==> src/include/logic_cell_defines.svh <==
`ifndef LOGIC_CELL_DEFINES_SVH
`define LOGIC_CELL_DEFINES_SVH

// register byte addresses
`define LC_CONTROL_ADDR 8'h00
`define LC_IRQ_STATUS_ADDR 8'h04
`define LC_IRQ_CLEAR_ADDR 8'h08
`define LC_IRQ_ENABLE_ADDR 8'h0c

// control register field positions
`define LC_GATE_POL_LSB 16
`define LC_GATE_POL_MSB 19
`define LC_ENABLE_BIT 15
`define LC_RISE_IRQ_BIT 11
`define LC_FALL_IRQ_BIT 10
`define LC_PIN_OE_BIT 7
`define LC_OUT_STATE_BIT 6
`define LC_OUT_INV_BIT 5
`define LC_MODE_LSB 0
`define LC_MODE_MSB 2

// writable control bits: 19-16, 15, 11, 10, 7, 5, 2-0
`define LC_CONTROL_WMASK 32'h000f_8ca7
`define LC_CONTROL_RESET 32'h0000_0000

// interrupt status layout
`define LC_IRQ_RISE_BIT 0
`define LC_IRQ_FALL_BIT 1
`define LC_IRQ_WIDTH 2

`endif

==> src/include/logic_cell_pkg.sv <==
package logic_cell_pkg;

    // cell combining functions selected by the mode field
    typedef enum logic [2:0] {
        fn_and_or = 3'h0,
        fn_or_xor = 3'h1,
        fn_and4 = 3'h2,
        fn_sr_latch = 3'h3,
        fn_d_ff = 3'h4,
        fn_or4 = 3'h5,
        fn_xor4 = 3'h6,
        fn_nand4 = 3'h7
    } cell_mode_t;

    typedef enum logic [1:0] {
        edge_none = 2'h0,
        edge_rise = 2'h1,
        edge_fall = 2'h2
    } edge_kind_t;

endpackage

==> src/core/logic_cell_control.sv <==
// Operation
// each gate channel bit 16..19 inverts that channel before the cell
// enable bit 15 runs the cell; cleared, all cell outputs are zero; code zeroes only the raw value, so bit 5 still inverts it to status and pin
// rise_irq_enable bit 11 raises interrupt on cell output rising edge
// fall_irq_enable bit 10 raises interrupt on cell output falling edge
// software should not set both edge interrupt enables together
// cell drives its port pin only while bit 7 is one
// bit 6 shows cell output level, read-only, writes ignored
// unimplemented control bits read zero and ignore writes
// bit 5 inverts final cell output before status, edges and pin
// reset clears all control bits and status; cell off, interrupts off
`timescale 1ns/1ps
`default_nettype none
`include "logic_cell_defines.svh"

module logic_cell_control (
    input wire logic mclk,
    input wire logic rst,
    input wire logic [7:0] addr,
    input wire logic [31:0] wdata,
    input wire logic wr,
    input wire logic rd,
    output logic [31:0] rdata,
    input wire logic [3:0] chan_in,
    output logic cell_pin_out,
    output logic cell_pin_oe_n,
    output logic irq
);

    ////////////////////////////////////////////////////////////////////
    // state

    typedef struct packed {
        logic [3:0] gate_polarity;
        logic enable;
        logic rise_irq_enable;
        logic fall_irq_enable;
        logic cell_pin_output_enable;
        logic cell_output_invert;
        logic [2:0] mode;
        logic cell_raw;
        logic cell_output_state;
        logic [`LC_IRQ_WIDTH-1:0] irq_status;
        logic [`LC_IRQ_WIDTH-1:0] irq_enable;
        logic [31:0] rdata;
        logic pin_out;
    } cell_state_t;

    cell_state_t st_r;
    cell_state_t st_nxt;

    logic [3:0] gated;
    logic rise_ev;
    logic fall_ev;
    logic cell_fn;
    logic [31:0] ctrl_view;
    logic [`LC_IRQ_WIDTH-1:0] events;
    logic [`LC_IRQ_WIDTH-1:0] clr_bits;

    ////////////////////////////////////////////////////////////////////
    // gate channel polarity

    genvar gi;
    generate
        for (gi = 0; gi < 4; gi = gi + 1) begin : g_chan
            gate_channel u_chan (
                .chan_in(chan_in[gi]),
                .invert(st_r.gate_polarity[gi]),
                .chan_out(gated[gi])
            );
        end
    endgenerate

    ////////////////////////////////////////////////////////////////////
    // cell function; latch and flop modes use the held raw value
    always_comb begin
        unique case (logic_cell_pkg::cell_mode_t'(st_r.mode))
            logic_cell_pkg::fn_and_or: cell_fn = (gated[0] & gated[1]) | (gated[2] & gated[3]);
            logic_cell_pkg::fn_or_xor: cell_fn = (gated[0] | gated[1]) ^ (gated[2] | gated[3]);
            logic_cell_pkg::fn_and4: cell_fn = &gated;
            logic_cell_pkg::fn_sr_latch: begin
                cell_fn = (gated[0] | gated[1]) | (st_r.cell_raw & ~(gated[2] | gated[3]));
            end
            logic_cell_pkg::fn_d_ff: cell_fn = gated[1];
            logic_cell_pkg::fn_or4: cell_fn = |gated;
            logic_cell_pkg::fn_xor4: cell_fn = ^gated;
            logic_cell_pkg::fn_nand4: cell_fn = ~(&gated);
        endcase
    end

    ////////////////////////////////////////////////////////////////////
    // edges of the visible output level
    edge_detect u_edge (
        .mclk(mclk),
        .rst(rst),
        .level(st_r.cell_output_state),
        .rise(rise_ev),
        .fall(fall_ev)
    );

    // simultaneous enables both fire; software is told not to do that
    assign events[`LC_IRQ_RISE_BIT] = rise_ev & st_r.rise_irq_enable;
    assign events[`LC_IRQ_FALL_BIT] = fall_ev & st_r.fall_irq_enable;
    assign clr_bits = (wr && addr == `LC_IRQ_CLEAR_ADDR) ? wdata[`LC_IRQ_WIDTH-1:0] : '0;

    // readback view of the control word, unimplemented bits zero
    always_comb begin
        ctrl_view = 32'h0000_0000;
        ctrl_view[`LC_GATE_POL_MSB:`LC_GATE_POL_LSB] = st_r.gate_polarity;
        ctrl_view[`LC_ENABLE_BIT] = st_r.enable;
        ctrl_view[`LC_RISE_IRQ_BIT] = st_r.rise_irq_enable;
        ctrl_view[`LC_FALL_IRQ_BIT] = st_r.fall_irq_enable;
        ctrl_view[`LC_PIN_OE_BIT] = st_r.cell_pin_output_enable;
        ctrl_view[`LC_OUT_STATE_BIT] = st_r.cell_output_state;
        ctrl_view[`LC_OUT_INV_BIT] = st_r.cell_output_invert;
        ctrl_view[`LC_MODE_MSB:`LC_MODE_LSB] = st_r.mode;
    end

    ////////////////////////////////////////////////////////////////////
    // next state
    always_comb begin
        logic [31:0] w;
        w = wdata & `LC_CONTROL_WMASK;
        st_nxt = st_r;
        if (wr && addr == `LC_CONTROL_ADDR) begin
            // status bit 6 is not in the write mask
            st_nxt.gate_polarity = w[`LC_GATE_POL_MSB:`LC_GATE_POL_LSB];
            st_nxt.enable = w[`LC_ENABLE_BIT];
            st_nxt.rise_irq_enable = w[`LC_RISE_IRQ_BIT];
            st_nxt.fall_irq_enable = w[`LC_FALL_IRQ_BIT];
            st_nxt.cell_pin_output_enable = w[`LC_PIN_OE_BIT];
            st_nxt.cell_output_invert = w[`LC_OUT_INV_BIT];
            st_nxt.mode = w[`LC_MODE_MSB:`LC_MODE_LSB];
        end
        if (wr && addr == `LC_IRQ_ENABLE_ADDR) begin
            st_nxt.irq_enable = wdata[`LC_IRQ_WIDTH-1:0];
        end
        // set wins over clear
        st_nxt.irq_status = (st_r.irq_status & ~clr_bits) | events;
        // disabled cell holds its raw value at zero; bit 5 invert still applies after it
        if (st_r.enable) begin
            st_nxt.cell_raw = (st_r.mode == 3'h4) ? (rise_chk(gated[0]) ? gated[1] : st_r.cell_raw)
                : cell_fn;
        end else begin
            st_nxt.cell_raw = 1'b0;
        end
        st_nxt.cell_output_state = st_nxt.cell_raw ^ st_r.cell_output_invert;
        st_nxt.pin_out = st_nxt.cell_output_state & st_r.cell_pin_output_enable;
        st_nxt.rdata = 32'h0000_0000;
        if (rd) begin
            unique case (addr)
                `LC_CONTROL_ADDR: st_nxt.rdata = ctrl_view;
                `LC_IRQ_STATUS_ADDR: st_nxt.rdata[`LC_IRQ_WIDTH-1:0] = st_r.irq_status;
                `LC_IRQ_ENABLE_ADDR: st_nxt.rdata[`LC_IRQ_WIDTH-1:0] = st_r.irq_enable;
                default: st_nxt.rdata = 32'h0000_0000;
            endcase
        end
    end

    // flop mode clocks on gate 0 high; simple level sample as clock
    function automatic logic rise_chk(input logic c);
        rise_chk = c;
    endfunction

    ////////////////////////////////////////////////////////////////////
    // registers
    always_ff @(posedge mclk) begin
        if (rst) begin
            st_r <= '0;
        end else begin
            st_r <= st_nxt;
        end
    end

    assign rdata = st_r.rdata;
    assign cell_pin_out = st_r.pin_out;
    assign cell_pin_oe_n = ~st_r.cell_pin_output_enable;
    assign irq = |(st_r.irq_status & st_r.irq_enable);
endmodule

`default_nettype wire

==> src/core/gate_channel.sv <==
`timescale 1ns/1ps
`default_nettype none

// one gate channel: optional inversion before the cell
module gate_channel (
    input wire logic chan_in,
    input wire logic invert,
    output logic chan_out
);

    // polarity applied combinationally, cell registers the result
    assign chan_out = chan_in ^ invert;

endmodule

`default_nettype wire

==> src/core/edge_detect.sv <==
`timescale 1ns/1ps
`default_nettype none

// edge detector on the registered cell output
module edge_detect (
    input wire logic mclk,
    input wire logic rst,
    input wire logic level,
    output logic rise,
    output logic fall
);

    typedef struct packed {
        logic prev;
    } edge_state_t;

    edge_state_t st_r;
    edge_state_t st_nxt;

    // remember last level
    always_comb begin
        st_nxt = st_r;
        st_nxt.prev = level;
    end

    always_ff @(posedge mclk) begin
        if (rst) begin
            st_r <= '0;
        end else begin
            st_r <= st_nxt;
        end
    end

    assign rise = level & ~st_r.prev;
    assign fall = ~level & st_r.prev;

endmodule

`default_nettype wire

==> config.mk <==
export PLATFORM = sky130hd
export DESIGN_NAME = logic_cell_control
export DESIGN_NICKNAME = d
export VERILOG_FILES = /design/src/include/logic_cell_pkg.sv /design/src/core/logic_cell_control.sv /design/src/core/gate_channel.sv /design/src/core/edge_detect.sv
export VERILOG_INCLUDE_DIRS = /design/src /design/src/include
export SDC_FILE = /design/constraint.sdc
export NUM_CORES = 1
export LEC_CHECK = 0
export ABC_AREA = 1
export BUFFER_PORTS_ARGS = -buffer_cell sky130_fd_sc_hd__buf_2
export CAP_MARGIN = 5
export CELL_PAD_IN_SITES_DETAIL_PLACEMENT = 0
export CELL_PAD_IN_SITES_GLOBAL_PLACEMENT = 2
export CORE_MARGIN = 8
export CORE_UTILIZATION = 25
export DETAILED_ROUTE_END_ITERATION = 6
export GPL_ROUTABILITY_DRIVEN = 0
export HOLD_SLACK_MARGIN = 0.1
export PLACE_DENSITY = 0.81
export SYNTH_ARGS = -nofsm -noshare
export SYNTH_HDL_FRONTEND = slang
export SYNTH_HIERARCHICAL = 1
export SYNTH_SLANG_ARGS = --single-unit
export TNS_END_PERCENT = 10
==> constraint.sdc <==
create_clock -name mclk -period 2.6 [get_ports mclk]
set_input_delay 0.52 -clock mclk [delete_from_list [all_inputs] [get_ports mclk]]
set_output_delay 0.52 -clock mclk [all_outputs]
set_load 0.02 [all_outputs]
==> impl_metrics.prom <==
# TYPE chip_impl_metric gauge
chip_impl_metric{name="worst_slew_pin_slew",unit="ps"} 550.7
chip_impl_metric{name="placeableCoreArea",unit="um2"} 6681
chip_impl_metric{name="tritoncts_num_sinks",unit=""} 33
chip_impl_metric{name="drc_violation_total_after_the_first_tritonroute_iteration",unit=""} 42
chip_impl_info{name="layout.cells.most_common",value="sky130_fd_sc_hd__buf_2"} 1
chip_impl_metric{name="finalSetupViolCount",unit=""} 0
chip_impl_info{name="cpMaxStageDelayCell",value="sky130_fd_sc_hd__ha_1"} 1
chip_impl_metric{name="critical_path.max_stage_delay",unit="ps"} 290
chip_impl_metric{name="yosysSeqAreaShare",unit="%"} 38.97
chip_impl_metric{name="maxSlewHeadroom",unit="%"} 63.19
chip_impl_metric{name="critPathMaxFanout",unit=""} 2
chip_impl_metric{name="antenna-diode-count",unit=""} 0
chip_impl_metric{name="port_buffers",unit=""} 43
chip_impl_metric{name="timing.final.ws_setup",unit="ps"} 771.0
chip_impl_metric{name="fmax",unit="MHz"} 546.7
chip_impl_info{name="crit_start_category",value="primary input"} 1
chip_impl_info{name="crit-reg2reg-launch",value="ctrl_view[16]$_SDFFE_PP0P_"} 1
chip_impl_metric{name="ioPinCount",unit=""} 83
chip_impl_metric{name="dp_hpwl",unit="um"} 2873
chip_impl_metric{name="pre_cts_ws",unit="ps"} 465.1
chip_impl_metric{name="post_drt_wl_per_cell",unit="um"} 10.61
chip_impl_info{name="critical_path.reg2reg.endpoint",value="cell_pin_out$_SDFF_PP0_"} 1
chip_impl_metric{name="area.growth.synth_to_final",unit="%"} 12.32
chip_impl_metric{name="timing.final.hold_violations",unit=""} 0
chip_impl_metric{name="count_of_flip_flops_with_a_built_in_enable_after_synthesis",unit=""} 0
chip_impl_metric{name="cp.arrival",unit="ps"} 2010
chip_impl_info{name="worst_hold_path_type",value="register to register"} 1
chip_impl_info{name="cell_by_cell_listing_of_the_critical_path",value="buf_2 > inv_1 > nand2_1 > nand2_1 > inv_1 > ha_1 > ha_1 > nand3_1 > nand2_1 > inv_1 > nand3_1 > nand2_1 > nand2_1 > nand2_1 > nand2_1 > nand3_1 > nor2_1"} 1
chip_impl_metric{name="fp-row-count",unit=""} 30
chip_impl_metric{name="cp_data_required_time",unit="ps"} 2790
chip_impl_metric{name="multi_input_area",unit="um2"} 674.4
chip_impl_metric{name="regArea",unit="um2"} 660.6
chip_impl_metric{name="cts_setup_buffers",unit=""} 0
chip_impl_metric{name="quantity_of_gates_resized_following_cts",unit=""} 0
chip_impl_metric{name="total_power",unit="mW"} 1.004
chip_impl_info{name="hold_path.startpoint",value="ctrl_view[6]$_SDFF_PP0_"} 1
chip_impl_info{name="endpoint_of_the_worst_setup_timing_path",value="cell_pin_out$_SDFF_PP0_"} 1
chip_impl_metric{name="fin_crit",unit="ps"} 1829
chip_impl_info{name="highest_count_cells_in_the_layout_ignoring_fill_and_taps",value="sky130_fd_sc_hd__buf_2 (43), sky130_fd_sc_hd__inv_1 (41), sky130_fd_sc_hd__nand2_1 (35)"} 1
chip_impl_metric{name="grt_antenna_before_repair",unit=""} 0
chip_impl_metric{name="layout-drive-gt1-share",unit="%"} 21.43
chip_impl_info{name="rsz_0062_raised_after_global_routing",value="no"} 1
chip_impl_metric{name="ant_nets",unit=""} 0
chip_impl_metric{name="finalClockSkew",unit="ps"} 7.759
chip_impl_metric{name="synth-warning-count",unit=""} 6
chip_impl_metric{name="vdd_drop_max",unit="uV"} 179.3
chip_impl_metric{name="power_density_cells",unit="nW/um2"} 527.3
chip_impl_metric{name="yosysUniqueCellTypes",unit=""} 25
chip_impl_info{name="root_buffer",value="sky130_fd_sc_hd__clkbuf_8"} 1
chip_impl_metric{name="final_max_slew_viol_count",unit=""} 0
chip_impl_metric{name="final_net_count",unit=""} 318
chip_impl_metric{name="vias_per_cell",unit=""} 3.896
chip_impl_metric{name="area_of_the_die",unit="um2"} 9673
chip_impl_metric{name="clk_path_buf_depth",unit=""} 2
chip_impl_metric{name="total_iterations_of_the_first_detailed_routing_run",unit=""} 4
chip_impl_metric{name="grt-ovfl-total",unit=""} 0
chip_impl_metric{name="static_leakage",unit="nW"} 0.9122
chip_impl_info{name="result_of_the_run",value="finished, final reports clean"} 1
chip_impl_metric{name="wire_length_of_the_first_global_routing_pass",unit="um"} 6003
chip_impl_metric{name="cts_inserted_buffers",unit=""} 5
chip_impl_metric{name="ctsHtreeMaxLevel",unit=""} 2
chip_impl_info{name="tritoncts",value="built"} 1
chip_impl_metric{name="gr-usage-met1",unit="%"} 8.499
chip_impl_metric{name="drt-total-wl",unit="um"} 3670
chip_impl_metric{name="totalNegativeSetupSlack",unit="ps"} 0
chip_impl_metric{name="n_fill_cell",unit=""} 753
chip_impl_metric{name="timing.final.crit_share",unit="%"} 70.35
chip_impl_info{name="endpoint_kind",value="register"} 1
chip_impl_metric{name="synth-async-reset-ratio",unit="%"} 0
chip_impl_metric{name="drv.max_cap_violation_count",unit=""} 0
chip_impl_metric{name="synth_seq_cells",unit=""} 33
chip_impl_metric{name="initial_core_util",unit="%"} 25.37
chip_impl_metric{name="grt.total_usage",unit="%"} 7.782
chip_impl_metric{name="grt_util_met3",unit="%"} 2.987
chip_impl_info{name="path_common_cell",value="sky130_fd_sc_hd__nand2_1"} 1
chip_impl_metric{name="timing.reg2reg.worst_path_depth",unit=""} 15
chip_impl_metric{name="clock_latency",unit="ps"} 290
chip_impl_metric{name="post_synth_inst_count",unit=""} 233
chip_impl_metric{name="vias",unit=""} 1348
chip_impl_info{name="path_class",value="primary input to register"} 1
chip_impl_metric{name="mappedNetlistArea",unit="um2"} 1695
chip_impl_metric{name="ctsHoldBuffers",unit=""} 0
chip_impl_info{name="grt_busiest_layer",value="met2"} 1
chip_impl_info{name="worst_setup_path_startpoint",value="chan_in[0]"} 1
chip_impl_metric{name="drc_errors",unit=""} 0
chip_impl_metric{name="vias_in_the_first_global_route",unit=""} 1358
chip_impl_metric{name="setup.reg_to_reg.worst_slack",unit="ps"} 780
chip_impl_metric{name="die_w",unit="um"} 98.35
chip_impl_metric{name="groute.layer.met2.usage",unit="%"} 12.56
chip_impl_metric{name="dieHeight",unit="um"} 98.35
chip_impl_metric{name="clkSlewWorstSetupHoldPaths",unit="ps"} 70
chip_impl_metric{name="largest_net_degree_at_the_start_of_global_routing",unit=""} 21
chip_impl_metric{name="syn_avg_cell_area",unit="um2"} 7.276
chip_impl_info{name="yosys_most_used_dff",value="sky130_fd_sc_hd__dfxtp_1"} 1
-- state kept, by name (all words and copies together), names as in the netlist --
name          count
cell_pin_out      1
st_r              5
ctrl_view        13
rdata            13
u_edge/st_r       1
-- power by group --
group          leakage (nW)  switching [mW]  internal [mW]  total [mW]
Sequential            0.266        0.000362          0.506       0.506
Clock                0.0512           0.199          0.215       0.413
Combinational         0.595          0.0571         0.0276      0.0847
Total                 0.912           0.256          0.748        1.00
-- final cells by class --
type | instances | area share (%)
clock buffer | 6 | 4.336
clock inverter | 2 | 0.7227
inverter | 42 | 8.279
multi-input combinational | 140 | 35.41
sequential | 33 | 34.69
tap | 80 | 5.256
timing repair buffer | 43 | 11.30
-- worst max-delay path, delay by kind of cell --
kind	cells	cell delay, ps
adders and majority gates	2	500
buffers and inverters	4	260
and+or+nand+nor	11	750
-- metrics by stage --
stage / hold WS, ps / cells / area (um2) / util, %
global placement: 442.4 / 338 / 1808 / 27.06
CTS: 453.1 / 346 / 1904 / 28.50
finish: 447.5 / 346 / 1904 / 28.50
detailed placement: 441.4 / 338 / 1808 / 27.06
floorplan: 421.9 / 251 / 1763 / -
global route: 471.6 / 346 / 1904 / 28.50
-- Yosys cell counts, types with 2 or more instances --
| cell type | count | share of area (%) |
|---|---|---|
| sky130_fd_sc_hd__nor2_1 | 27 | 6.0 |
| sky130_fd_sc_hd__o21ai_0 | 8 | 2.4 |
| sky130_fd_sc_hd__buf_6 | 2 | 1.3 |
| sky130_fd_sc_hd__ha_1 | 5 | 3.7 |
| sky130_fd_sc_hd__buf_4 | 32 | 14 |
| sky130_fd_sc_hd__a21oi_1 | 17 | 5.0 |
| sky130_fd_sc_hd__inv_1 | 41 | 9.1 |
| sky130_fd_sc_hd__nand3_1 | 9 | 2.7 |
| sky130_fd_sc_hd__dfxtp_1 | 33 | 39 |
| sky130_fd_sc_hd__o21ai_1 | 9 | 2.7 |
| sky130_fd_sc_hd__nand2_1 | 35 | 7.7 |
| sky130_fd_sc_hd__clkbuf_1 | 2 | 0.44 |
-- layer usage --
metal | up-vias | wire [um]
met4 | 0 | 82
met5 | - | 0
met3 | 7 | 221
met2 | 36 | 1720
met1 | 582 | 1645
li1 | 723 | -
-- worst min-delay path by stage --
| stage | depth (start not counted) | to | slack, ps |
|---|---|---|---|
| floorplan | 2 | rdata[6]$_SDFF_PP0_ | 420 |
| global placement | 2 | rdata[6]$_SDFF_PP0_ | 440 |
| detailed placement | 2 | rdata[6]$_SDFF_PP0_ | 440 |
| CTS | 2 | rdata[6]$_SDFF_PP0_ | 450 |
| global route | 2 | st_r[36]$_SDFF_PP0_ | 470 |
| finish | 2 | rdata[6]$_SDFF_PP0_ | 450 |
-- logic make-up after synthesis --
kind of cell | Yosys count | share of synthesized area (%)
xor+xnor | 1 | 0.5167
simple gates | 77 | 19.56
flops | 33 | 38.97
buf+inv | 78 | 25.24
fa+ha+maj | 5 | 3.690
other cells | 1 | 0.2212
compound gates | 38 | 11.81
(Power assumes the default switching activity.)
